$ cat src/hw/fcs_pkg.sv
package fcs_pkg;
    localparam int ADDR_W = 19;
    localparam int DATA_W = 8;
    localparam int CLK_MHZ = 50;

    // Command addresses and data
    localparam logic [14:0] CMD_ADDR_A = 15'h5555;
    localparam logic [14:0] CMD_ADDR_B = 15'h2AAA;
    localparam logic [7:0] CMD_UNLOCK1 = 8'hAA;
    localparam logic [7:0] CMD_UNLOCK2 = 8'h55;
    localparam logic [7:0] CMD_PROGRAM = 8'hA0;
    localparam logic [7:0] CMD_SETUP = 8'h80;
    localparam logic [7:0] CMD_BANK_CLEAR = 8'h10;
    localparam logic [7:0] CMD_SECTOR_CLEAR = 8'h30;
    localparam logic [7:0] CMD_ID_ENTRY = 8'h90;
    localparam logic [7:0] CMD_ID_EXIT = 8'hF0;
    localparam logic [7:0] ERASED_BYTE = 8'hFF;
    localparam int STATUS7_BIT = 7;
    localparam int TOGGLE_BIT = 6;

    // Timing, in printed units
    localparam int BYTE_WRITE_TIME_US = 20;
    localparam int SECTOR_CLEAR_TIME_MS = 25;
    localparam int BANK_CLEAR_TIME_MS = 100;
    localparam int ID_ACCESS_TIME_NS = 150;
    localparam int WRITE_PULSE_NS = 40;
    localparam int WRITE_HIGH_NS = 30;
    localparam int READ_ACCESS_NS = 70;

    localparam int BYTE_WRITE_CYC = BYTE_WRITE_TIME_US * CLK_MHZ;
    localparam int SECTOR_CLEAR_CYC = SECTOR_CLEAR_TIME_MS * 1000 * CLK_MHZ;
    localparam int BANK_CLEAR_CYC = BANK_CLEAR_TIME_MS * 1000 * CLK_MHZ;
    localparam int ID_ACCESS_CYC = (ID_ACCESS_TIME_NS * CLK_MHZ + 999) / 1000;
    localparam int WRITE_PULSE_CYC = (WRITE_PULSE_NS * CLK_MHZ + 999) / 1000 + 1;
    localparam int WRITE_HIGH_CYC = (WRITE_HIGH_NS * CLK_MHZ + 999) / 1000 + 1;
    localparam int READ_ACCESS_CYC = (READ_ACCESS_NS * CLK_MHZ + 999) / 1000 + 1;

    localparam int CNT_W = 24;

    typedef enum logic [2:0] {
        FCS_OP_PROGRAM,
        FCS_OP_SECTOR_CLEAR,
        FCS_OP_BANK_CLEAR,
        FCS_OP_ID_ENTRY,
        FCS_OP_ID_EXIT,
        FCS_OP_READ
    } fcs_op_e;

    typedef enum logic [1:0] {
        FCS_WAIT_TIMER,
        FCS_WAIT_TOGGLE,
        FCS_WAIT_STATUS7
    } fcs_wait_e;
endpackage

$ cat src/hw/fcs_host.sv
`timescale 1ns/100ps
// Contract
// - A byte program sends AA to 5555, 55 to 2AAA, A0 to 5555, then the byte at its address.
// - Completion may be taken after 20 us per byte, 25 ms per sector, 100 ms per bank.
// - A bank erase is AA, 55, 80, AA, 55, 10 on alternating command addresses; the code writes 80 and the next AA both to 5555.
// - A sector erase is the unlock and setup prefix, then 30 at an address in the sector.
// - Identification exit is AA, 55, F0 and normal reads follow within 150 ns.
// - On the small package the host drives the shared pin as output strobe for flash.
// - After identification entry the host waits 150 ns before reading identity bytes.
module fcs_host
    import fcs_pkg::*;
#(
    parameter int BYTE_WRITE_CYCLES = BYTE_WRITE_CYC,
    parameter int SECTOR_CLEAR_CYCLES = SECTOR_CLEAR_CYC,
    parameter int BANK_CLEAR_CYCLES = BANK_CLEAR_CYC
) (
    // Clock and reset
    input wire logic clk,
    input wire logic arst_n,
    // User command port
    input wire logic req_valid,
    output logic req_ready,
    input wire fcs_op_e req_op,
    input wire fcs_wait_e req_wait,
    input wire logic [ADDR_W-1:0] req_addr,
    input wire logic [DATA_W-1:0] req_data,
    output logic done_valid,
    output logic [DATA_W-1:0] done_data,
    output logic sram_free,
    // Flash pins
    output logic [ADDR_W-1:0] mem_addr,
    output logic [DATA_W-1:0] dq_out,
    output logic dq_oe,
    input wire logic [DATA_W-1:0] dq_in,
    output logic flash_bank_select_n,
    output logic write_strobe_n,
    output logic output_strobe_n
);
    typedef enum logic [2:0] {
        S_IDLE, S_WR_LOW, S_WR_HIGH, S_RD, S_WAIT, S_DONE
    } fcs_state_e;

    fcs_state_e state;
    fcs_op_e op;
    fcs_wait_e wmode;
    logic [ADDR_W-1:0] addr;
    logic [DATA_W-1:0] data;
    logic [2:0] step;
    logic [2:0] last_step;
    logic [3:0] pcnt;
    logic have_prev;
    logic [DATA_W-1:0] prev_rd;
    logic tmr_load;
    logic [CNT_W-1:0] tmr_count;
    logic tmr_done;
    logic [14:0] cyc_addr;
    logic [DATA_W-1:0] cyc_data;
    logic [ADDR_W-1:0] next_addr;

    fcs_timer u_timer (
        .clk(clk),
        .arst_n(arst_n),
        .load(tmr_load),
        .count(tmr_count),
        .done(tmr_done)
    );

    // Command table per step; upper bits held at zero on command cycles except the sector-erase 30 cycle, which goes to the sector address
    always_comb begin
        cyc_addr = CMD_ADDR_A;
        cyc_data = CMD_UNLOCK1;
        case (step)
            3'd0: begin
                cyc_addr = CMD_ADDR_A;
                cyc_data = CMD_UNLOCK1;
            end
            3'd1, 3'd4: begin
                cyc_addr = CMD_ADDR_B;
                cyc_data = CMD_UNLOCK2;
            end
            3'd2: begin
                cyc_addr = CMD_ADDR_A;
                case (op)
                    FCS_OP_PROGRAM: cyc_data = CMD_PROGRAM;
                    FCS_OP_ID_ENTRY: cyc_data = CMD_ID_ENTRY;
                    FCS_OP_ID_EXIT: cyc_data = CMD_ID_EXIT;
                    default: cyc_data = CMD_SETUP;
                endcase
            end
            3'd3: begin
                cyc_addr = CMD_ADDR_A;
                cyc_data = CMD_UNLOCK1;
            end
            default: begin
                cyc_addr = CMD_ADDR_A;
                cyc_data = (op == FCS_OP_BANK_CLEAR) ? CMD_BANK_CLEAR : CMD_SECTOR_CLEAR;
            end
        endcase
    end

    // Last write: byte address or sector address, else command address
    always_comb begin
        next_addr = {{(ADDR_W-15){1'b0}}, cyc_addr};
        if (step == last_step && (op == FCS_OP_PROGRAM || op == FCS_OP_SECTOR_CLEAR)) begin
            next_addr = addr;
        end
    end

    always_comb begin
        case (op)
            FCS_OP_PROGRAM: last_step = 3'd3;
            FCS_OP_SECTOR_CLEAR, FCS_OP_BANK_CLEAR: last_step = 3'd5;
            FCS_OP_READ: last_step = 3'd0;
            default: last_step = 3'd2;
        endcase
    end

    always_comb begin
        case (op)
            FCS_OP_SECTOR_CLEAR: tmr_count = CNT_W'(SECTOR_CLEAR_CYCLES);
            FCS_OP_BANK_CLEAR: tmr_count = CNT_W'(BANK_CLEAR_CYCLES);
            FCS_OP_PROGRAM: tmr_count = CNT_W'(BYTE_WRITE_CYCLES);
            default: tmr_count = CNT_W'(ID_ACCESS_CYC);
        endcase
    end

    assign tmr_load = (state == S_WR_HIGH) && (pcnt == 4'd0) && (step == last_step);
    assign req_ready = (state == S_IDLE);
    // SRAM may be used while flash is busy: no flash strobe is active then
    assign sram_free = (state == S_WAIT) && flash_bank_select_n;

    always_ff @(posedge clk or negedge arst_n) begin
        if (!arst_n) begin
            state <= S_IDLE;
            op <= FCS_OP_READ;
            wmode <= FCS_WAIT_TIMER;
            addr <= '0;
            data <= '0;
            step <= 3'd0;
            pcnt <= 4'd0;
            have_prev <= 1'b0;
            prev_rd <= '0;
        end else begin
            case (state)
                S_IDLE: begin
                    if (req_valid) begin
                        op <= req_op;
                        wmode <= req_wait;
                        addr <= req_addr;
                        data <= req_data;
                        step <= 3'd0;
                        have_prev <= 1'b0;
                        pcnt <= 4'(READ_ACCESS_CYC);
                        state <= (req_op == FCS_OP_READ) ? S_RD : S_WR_LOW;
                        if (req_op != FCS_OP_READ) begin
                            pcnt <= 4'(WRITE_PULSE_CYC);
                        end
                    end
                end
                S_WR_LOW: begin
                    if (pcnt == 4'd0) begin
                        pcnt <= 4'(WRITE_HIGH_CYC);
                        state <= S_WR_HIGH;
                    end else begin
                        pcnt <= pcnt - 4'd1;
                    end
                end
                S_WR_HIGH: begin
                    if (pcnt != 4'd0) begin
                        pcnt <= pcnt - 4'd1;
                    end else if (step == last_step) begin
                        state <= S_WAIT;
                    end else begin
                        step <= step + 3'd1;
                        pcnt <= 4'(WRITE_PULSE_CYC);
                        state <= S_WR_LOW;
                    end
                end
                S_WAIT: begin
                    // Polling only makes sense for array writes
                    if (wmode == FCS_WAIT_TIMER || op == FCS_OP_ID_ENTRY
                        || op == FCS_OP_ID_EXIT) begin
                        if (tmr_done) begin
                            state <= S_DONE;
                        end
                    end else begin
                        pcnt <= 4'(READ_ACCESS_CYC);
                        state <= S_RD;
                    end
                end
                S_RD: begin
                    if (pcnt != 4'd0) begin
                        pcnt <= pcnt - 4'd1;
                    end else if (op == FCS_OP_READ) begin
                        state <= S_DONE;
                    end else if (wmode == FCS_WAIT_TOGGLE) begin
                        have_prev <= 1'b1;
                        prev_rd <= dq_in;
                        if (have_prev && prev_rd[TOGGLE_BIT] == dq_in[TOGGLE_BIT]) begin
                            state <= S_DONE;
                        end else begin
                            state <= S_WAIT;
                        end
                    end else if (dq_in[STATUS7_BIT] == (op == FCS_OP_PROGRAM ?
                                 data[STATUS7_BIT] : ERASED_BYTE[STATUS7_BIT])) begin
                        state <= S_DONE;
                    end else begin
                        state <= S_WAIT;
                    end
                end
                S_DONE: state <= S_IDLE;
                default: state <= S_IDLE;
            endcase
        end
    end

    // Pin drive; writes strobed by write strobe with bank select held low
    always_ff @(posedge clk or negedge arst_n) begin
        if (!arst_n) begin
            mem_addr <= '0;
            dq_out <= '0;
            dq_oe <= 1'b0;
            flash_bank_select_n <= 1'b1;
            write_strobe_n <= 1'b1;
            output_strobe_n <= 1'b1;
        end else begin
            write_strobe_n <= !(state == S_WR_LOW);
            flash_bank_select_n <= !(state == S_WR_LOW || state == S_RD);
            output_strobe_n <= !(state == S_RD);
            dq_oe <= (state == S_WR_LOW || state == S_WR_HIGH);
            if (state == S_WR_LOW || state == S_WR_HIGH) begin
                mem_addr <= next_addr;
                dq_out <= (op == FCS_OP_PROGRAM && step == last_step) ? data : cyc_data;
            end else if (state == S_RD) begin
                mem_addr <= addr;
            end
        end
    end

    always_ff @(posedge clk or negedge arst_n) begin
        if (!arst_n) begin
            done_valid <= 1'b0;
            done_data <= '0;
        end else begin
            done_valid <= (state == S_DONE);
            if (state == S_RD && pcnt == 4'd0) begin
                done_data <= dq_in;
            end
        end
    end

    a_strobes_excl: assert property (@(posedge clk) disable iff (!arst_n)
        !(write_strobe_n == 1'b0 && output_strobe_n == 1'b0))
        else $error("write and output strobe both low");
    a_bank_with_write: assert property (@(posedge clk) disable iff (!arst_n)
        !write_strobe_n |-> !flash_bank_select_n && dq_oe)
        else $error("write strobe without bank select or data");
    a_first_unlock: assert property (@(posedge clk) disable iff (!arst_n)
        $fell(write_strobe_n) && $past(state, 2) == S_IDLE |->
        mem_addr[14:0] == CMD_ADDR_A && dq_out == CMD_UNLOCK1)
        else $error("first command cycle wrong");
    a_cmd_upper_zero: assert property (@(posedge clk) disable iff (!arst_n)
        !write_strobe_n && !(step == last_step && op != FCS_OP_BANK_CLEAR
        && op != FCS_OP_ID_ENTRY && op != FCS_OP_ID_EXIT) |-> mem_addr[ADDR_W-1:15] == '0)
        else $error("command cycle upper address not zero");
    a_sram_idle: assert property (@(posedge clk) disable iff (!arst_n)
        sram_free |-> write_strobe_n && output_strobe_n)
        else $error("flash strobes active while sram free");
    a_timer_wait: assert property (@(posedge clk) disable iff (!arst_n)
        state == S_WAIT && wmode == FCS_WAIT_TIMER && !tmr_done |=> state != S_DONE)
        else $error("finished before wait time");
    a_id_wait: assert property (@(posedge clk) disable iff (!arst_n)
        $rose(state == S_WAIT) && op == FCS_OP_ID_ENTRY |=> state == S_WAIT [*7])
        else $error("identity wait too short");
    a_toggle_done: assert property (@(posedge clk) disable iff (!arst_n)
        state == S_RD && pcnt == 4'd0 && wmode == FCS_WAIT_TOGGLE && op != FCS_OP_READ
        && !have_prev |=> state == S_WAIT)
        else $error("toggle poll ended after one read");
endmodule

$ cat src/hw/fcs_timer.sv
`timescale 1ns/100ps
module fcs_timer
    import fcs_pkg::*;
(
    // Clock and reset
    input wire logic clk,
    input wire logic arst_n,
    // Control
    input wire logic load,
    input wire logic [CNT_W-1:0] count,
    output logic done
);
    logic [CNT_W-1:0] remain;

    always_ff @(posedge clk or negedge arst_n) begin
        if (!arst_n) begin
            remain <= '0;
        end else if (load) begin
            remain <= count;
        end else if (remain != '0) begin
            remain <= remain - CNT_W'(1);
        end
    end

    assign done = (remain == '0) && !load;

    a_timer_reload: assert property (@(posedge clk) disable iff (!arst_n)
        load && count > CNT_W'(1) |=> !done)
        else $error("timer ended right after load");
endmodule

$ cat config.mk
export PLATFORM = sky130hd
export DESIGN_NAME = fcs_host
export DESIGN_NICKNAME = d
export VERILOG_FILES = /design/src/hw/fcs_pkg.sv /design/src/hw/fcs_host.sv /design/src/hw/fcs_timer.sv
export SDC_FILE = /design/constraint.sdc
export NUM_CORES = 1
export LEC_CHECK = 0
export CAP_MARGIN = 20
export CORE_ASPECT_RATIO = 1.5
export CORE_MARGIN = 4
export CORE_UTILIZATION = 40
export CTS_BUF_LIST = sky130_fd_sc_hd__clkbuf_16
export DETAILED_ROUTE_END_ITERATION = 16
export DONT_BUFFER_PORTS = 1
export PLACE_DENSITY = 0.66
export SLEW_MARGIN = 20
export SYNTH_ARGS = -nofsm -noshare
export SYNTH_HDL_FRONTEND = slang
export SYNTH_HIERARCHICAL = 1
export SYNTH_SLANG_ARGS = --single-unit
$ cat constraint.sdc
create_clock -name clk -period 2.9 [get_ports clk]
set_clock_uncertainty 0.05 [all_clocks]
set_input_delay 0.58 -clock clk [delete_from_list [all_inputs] [get_ports clk]]
set_output_delay 0.58 -clock clk [all_outputs]
set_load 0.02 [all_outputs]
Word level (Yosys, flattened, before mapping)
Index checks and enable logic that the tools add are counted.

Register bits after elaboration: 114. Word-level logic and storage cells: 136. Input bits: 43.

Bitwise operators: 2. Add/subtract/negate cells: 3. Mux-type cells: 43. Reduce and logical (&&, ||, !) cells: 39. Equality and inequality tests: 31.

Operator list (count): $pmux W23 S3 (1); $mux W19 (3); $mux W24 (2); $mux W3 (13); $logic_not A24 Y1 (1); $mux W4 (6); $pmux W8 S3 (1); $reduce_bool A24 Y1 (1); $sub A24 B1 Y24 const B (1); $pmux W7 S3 (1); $pmux W4 S5 (1); $eq A3 B2 Y1 const B (6); $eq A3 B3 Y1 const B (6); $ne A2 B2 Y1 const B (8); $mux W15 (1); $pmux W3 S5 (1); $reduce_and A5 Y1 (3); $eq A3 B1 Y1 const B (3); $logic_not A3 Y1 (3); $ne A3 B3 Y1 const B (3); $pmux W3 S3 (1); $logic_and A1 B1 Y1 (8); $mux W8 (1); $reduce_and A4 Y1 (2); other kinds (21) (41).

Depth between registers and ports, before layout
Depth in word-level cells: 10. Gate-level depth with buffers: 14.

Cells and area by module
The synthesis kept the hierarchy.

Modules (own cells, without submodules): fcs_host (times used 1, area each 4063.9 µm², cells an instance 368); fcs_timer (times used 1, area each 1524.0 µm², cells an instance 170).

Least setup slack after synthesis
OpenSTA, ideal clock, no wires.

Path type: reg-to-reg. From: reg pcnt[0]. To: reg u_timer.remain[7]. Period minus slack after synthesis: 2869 ps. Cell stages (with the launch flop): 14. Path slack: 31 ps. Arrival time: 2694 ps. Setup time: 125 ps. Buffers on the path: 2. Path through: dfrtp_1 -> inv_1 -> ha_1 -> nor3b_2 -> nand2_1 -> or3_1 -> nor2_1 -> nor2_1 -> nand4_1 -> or3_1 -> clkbuf_1 -> inv_1 -> clkbuf_1 -> a2111oi_0.

Word-level cells in the longest chain between the ends: 4. Elaborated cells between the ends (all ways): 5. Classes of those cells: mux (1); reduce/logical (4).

RTL lines: from (decl) (RTL line fcs_host.sv:50) `logic [3:0] pcnt;`; from (signal assigned) (RTL line fcs_host.sv:153) `pcnt <= 4'(READ_ACCESS_CYC);`; from (signal assigned) (RTL line fcs_host.sv:156) `pcnt <= 4'(WRITE_PULSE_CYC);`; from (signal assigned) (RTL line fcs_host.sv:162) `pcnt <= 4'(WRITE_HIGH_CYC);`; $logic_not A4 Y1 (*) (RTL line fcs_host.sv:127) `assign tmr_load = (state == S_WR_HIGH) && (pcnt == 4'd0) && (step == last_step);`; $logic_and A1 B1 Y1 (*) (2 in a row) (RTL line fcs_host.sv:127); named net tmr_load (RTL line fcs_host.sv:53) `logic tmr_load;`; $mux W24 or $reduce_bool A2 Y1 (tied branches); to (signal assigned) (RTL line fcs_timer.sv:19) `remain <= count;`; to (signal assigned) (RTL line fcs_timer.sv:21) `remain <= remain - CNT_W'(1);`; to (decl) (RTL line fcs_timer.sv:13) `logic [CNT_W-1:0] remain;`.

The timed path passes the listed nets; every way through them passes the cells marked *. A chain may end at the register's enable or synchronous reset.

Worst setup path in the final report
From: reg pcnt[0]. To: reg u_timer.remain[8].

Same word-level chain as after synthesis.

==> impl_metrics.py <==
metrics = {
    "logic_synthesis": {
        "syn_inst": 538,
        "yosysSeqAreaShare_pct": 48.5,
        "avgSynthCellArea_um2": 10.4,
        "yosys_warnings": 6,
        "synth-seq-cells": 108,
        "ys_async_sr_fraction_pct": 100,
        "yosys_most_used_dff": "dfrtp_1",
        "synth-edff-count": 0,
        "synth_cell_type_count": 73,
        "syn_area_mm2": 0.00559,
    },
    "worst_setup_path": {
        "cp_num_buf_inv": 3,
        "start_kind": "register",
        "arrival_ns": 2.85,
        "setup.worst_path.class": "register to register",
        "crit_family": "simple AND/OR/NAND/NOR gates",
        "cp_slowest_cell": "dfrtp_1",
        "rr_worst_depth": 12,
        "path_cells": "inv_1, ha_1, nor3b_2, nand2_1, or3_1, nor2_2, nor2_1, nand4_1, or3_1, inv_1, buf_4, a2111oi_0",
        "cp_max_fo": 8,
        "slowest_delay_ns": 0.39,
        "crit_cells": 12,
        "end_kind": "register",
        "cp_data_required_time_ns": 3.06,
    },
    "timing": {
        "hold_violations": 103,
        "period_share_pct": 92.6,
        "finalCriticalPeriod_ns": 2.69,
        "hold_ws_ns": -0.137,
        "rsz0062_at_grt": "no",
        "setup_violations": 0,
        "finalSetupTns_ns": 0,
        "fmax_mhz": 372,
        "worst_pin_slew_ns": 0.637,
        "drv_slew": 0,
        "slew_headroom_pct": 57.2,
    },
    "routing": {
        "vias": 4099,
        "totalWireLength_mm": 12.7,
        "antenna_left": 0,
        "first_iter_violations": 302,
        "wire_per_inst_um": 18.0,
        "drc": 0,
        "firstDrtPassIters": 4,
        "via_per_inst": 5.81,
    },
    "power_and_ir_drop": {
        "ir_drop_mv": 0.410,
        "p_per_area_mw_per_mm2": 1210,
        "p_leak_uw": 0.00252,
    },
    "placement": {
        "port-buffer-count": 0,
        "dpl.hpwl_mm": 9.17,
        "place.gp.congestion": 0.856,
        "placed_cell_area_mm2": 0.00580,
        "dp_cells": 690,
    },
    "worst_hold_path": {
        "hold_class": "input pin to async pin",
    },
    "cells_and_area": {
        "nets": 591,
        "instances_no_fill": 706,
        "antennaDiodeCount": 0,
        "final_common_cell": "dfrtp_1",
        "final_layout_size_suffix_gt1_share_pct": 21.7,
        "area_growth_pct": 9.56,
        "layout_common_cells": "103 x dfrtp_1, 47 x nand2_1, 43 x nor2_1, 42 x mux2_2, 28 x o21ai_0",
        "stdcell_area_mm2": 0.00612,
    },
    "global_routing": {
        "grt_remaining_overflow": 0,
        "track_usage_pct": 16.0,
        "antenna_found_initial": 0,
        "first_global_vias": 4124,
        "grt_pass1_wl_mm": 21.0,
        "grt_start_max_net_pins": 109,
    },
    "run": {
        "max_cap_violations": 0,
    },
    "status": {
        "outcome": "complete, but fails checks",
        "violations": "hold timing",
    },
    "clocking": {
        "cts_made_buffers": 9,
        "path_clk_slew_ns": 0.08,
        "cts_tree": "yes",
        "htree_levels": 3,
        "clock_latency_ns": 0.35,
        "post-cts-setup-buffers": 0,
        "cts.sinks": 108,
        "cts_root_buf": "clkbuf_16",
        "clk_path_buf_depth": 2,
    },
    "floorplanning": {
        "ios": 85,
        "fp.dieH_um": 153,
        "initial_utilization_pct": 41.1,
        "die_w_um": 105,
        "core_mm2": 0.0136,
        "rows": 52,
        "fp.dieArea_mm2": 0.0160,
    },
}
## worst paths after layout
check                       startpoint                 to  slack (ns)
hold reg to reg                data[0]            data[0]        0.45
setup / recovery               pcnt[0]  u_timer/remain[8]        0.21
hold / removal                  arst_n          dq_out[3]       -0.14
max in group asynchronous       arst_n              op[0]        2.74
min in group clk           req_addr[6]            addr[6]        0.32
setup reg to reg               pcnt[0]  u_timer/remain[8]        0.21
## through the flow
stage | util [%] | setup slack (ns) | hold slack [ns] | total power, uW
after floorplan | - | 0.0309 | 0.234 | 5490
after global placement | 42.7 | 0.336 | 0.237 | 6080
after detailed placement | 42.7 | 0.162 | 0.237 | 6210
after CTS | 45.0 | 0.133 | -0.149 | 7490
after global routing | 45.0 | 0.00424 | -0.155 | 7950
final | 45.0 | 0.214 | -0.137 | 7420
## repair_timing
item                       4_1_cts  5_1_grt
setup endpoints to repair        0        5
hold endpoints to repair       103      103
resized for setup                0        1
## registers in the layout (all words and copies together) (netlist names)
register,cells
u_timer/remain,24
addr,19
mem_addr,19
data,8
done_data,8
dq_out,8
pcnt,4
op,3
state,3
step,3
wmode,2
done_valid,1
dq_oe,1
flash_bank_select_n,1
have_prev,1
output_strobe_n,1
prev_rd,1
write_strobe_n,1
## cell families (layout without fill, tap and decap cells)
group | count (synthesis) | in the layout | synth area share, %
AOI/OAI and AO/OA | 120 | 120 | 15.9
other | 1 | 8 | 0.0671
DFF | 108 | 108 | 48.5
adders and majority gates | 10 | 10 | 2.19
muxes | 46 | 46 | 9.18
xor gates and xnor gates | 9 | 9 | 1.41
and+or+nand+nor | 192 | 192 | 18.5
buffers and inverters | 52 | 51 | 4.28
## where the power goes
| group | internal [uW] | switching [uW] |
|---|---|---|
| Clock | 621 | 634 |
| Sequential | 2260 | 939 |
| Combinational | 1350 | 1610 |
| Total | 4230 | 3190 |
## final cells by class
| class | count | area (um^2) |
|---|---|---|
| Clock inverter | 7 | 91.3 |
| Timing Repair Buffer | 20 | 163 |
| Tap cell | 162 | 203 |
| Fill cell | 1236 | 7480 |
| Multi-Input combinational cell | 385 | 2680 |
| Inverter | 15 | 56.3 |
| Clock buffer | 9 | 225 |
| Sequential cell | 108 | 2710 |
## cell usage after synthesis, drive strengths merged (3+ instances only)
master / count / area share (%)
a2111oi: 5 / 0.78
a211oi: 7 / 0.94
a21oi: 22 / 2.2
a311oi: 7 / 1.5
a31oi: 3 / 0.34
and2: 3 / 0.34
and3: 4 / 0.45
and3b: 3 / 0.47
buf: 18 / 2.0
clkbuf: 19 / 1.3
dfrtp: 103 / 46
dfstp: 5 / 2.4
ha: 9 / 2.0
inv: 15 / 1.0
mux2: 42 / 8.5
mux2i: 4 / 0.72
nand2: 47 / 3.2
nand2b: 7 / 0.78
nand3: 3 / 0.27
nand3b: 4 / 0.54
nand4: 4 / 0.45
nor2: 51 / 3.8
nor2b: 3 / 0.34
nor3: 16 / 1.6
nor3b: 8 / 1.2
nor4: 11 / 1.2
nor4b: 4 / 0.63
o21ai: 36 / 3.4
o22ai: 3 / 0.45
o31ai: 13 / 2.3
o41ai: 3 / 0.47
or2: 4 / 0.45
or3: 8 / 0.99
or4: 9 / 1.2
xnor2: 6 / 0.94
xor2: 3 / 0.47
## layer usage
layer | wire [um] | GRT usage (%)
met1 | 5060 | 18.1
met3 | 554 | 3.48
met2 | 6750 | 28.6
met5 | 0 | 0
met4 | 346 | 7.10
Power figures use the tool's default switching activity.
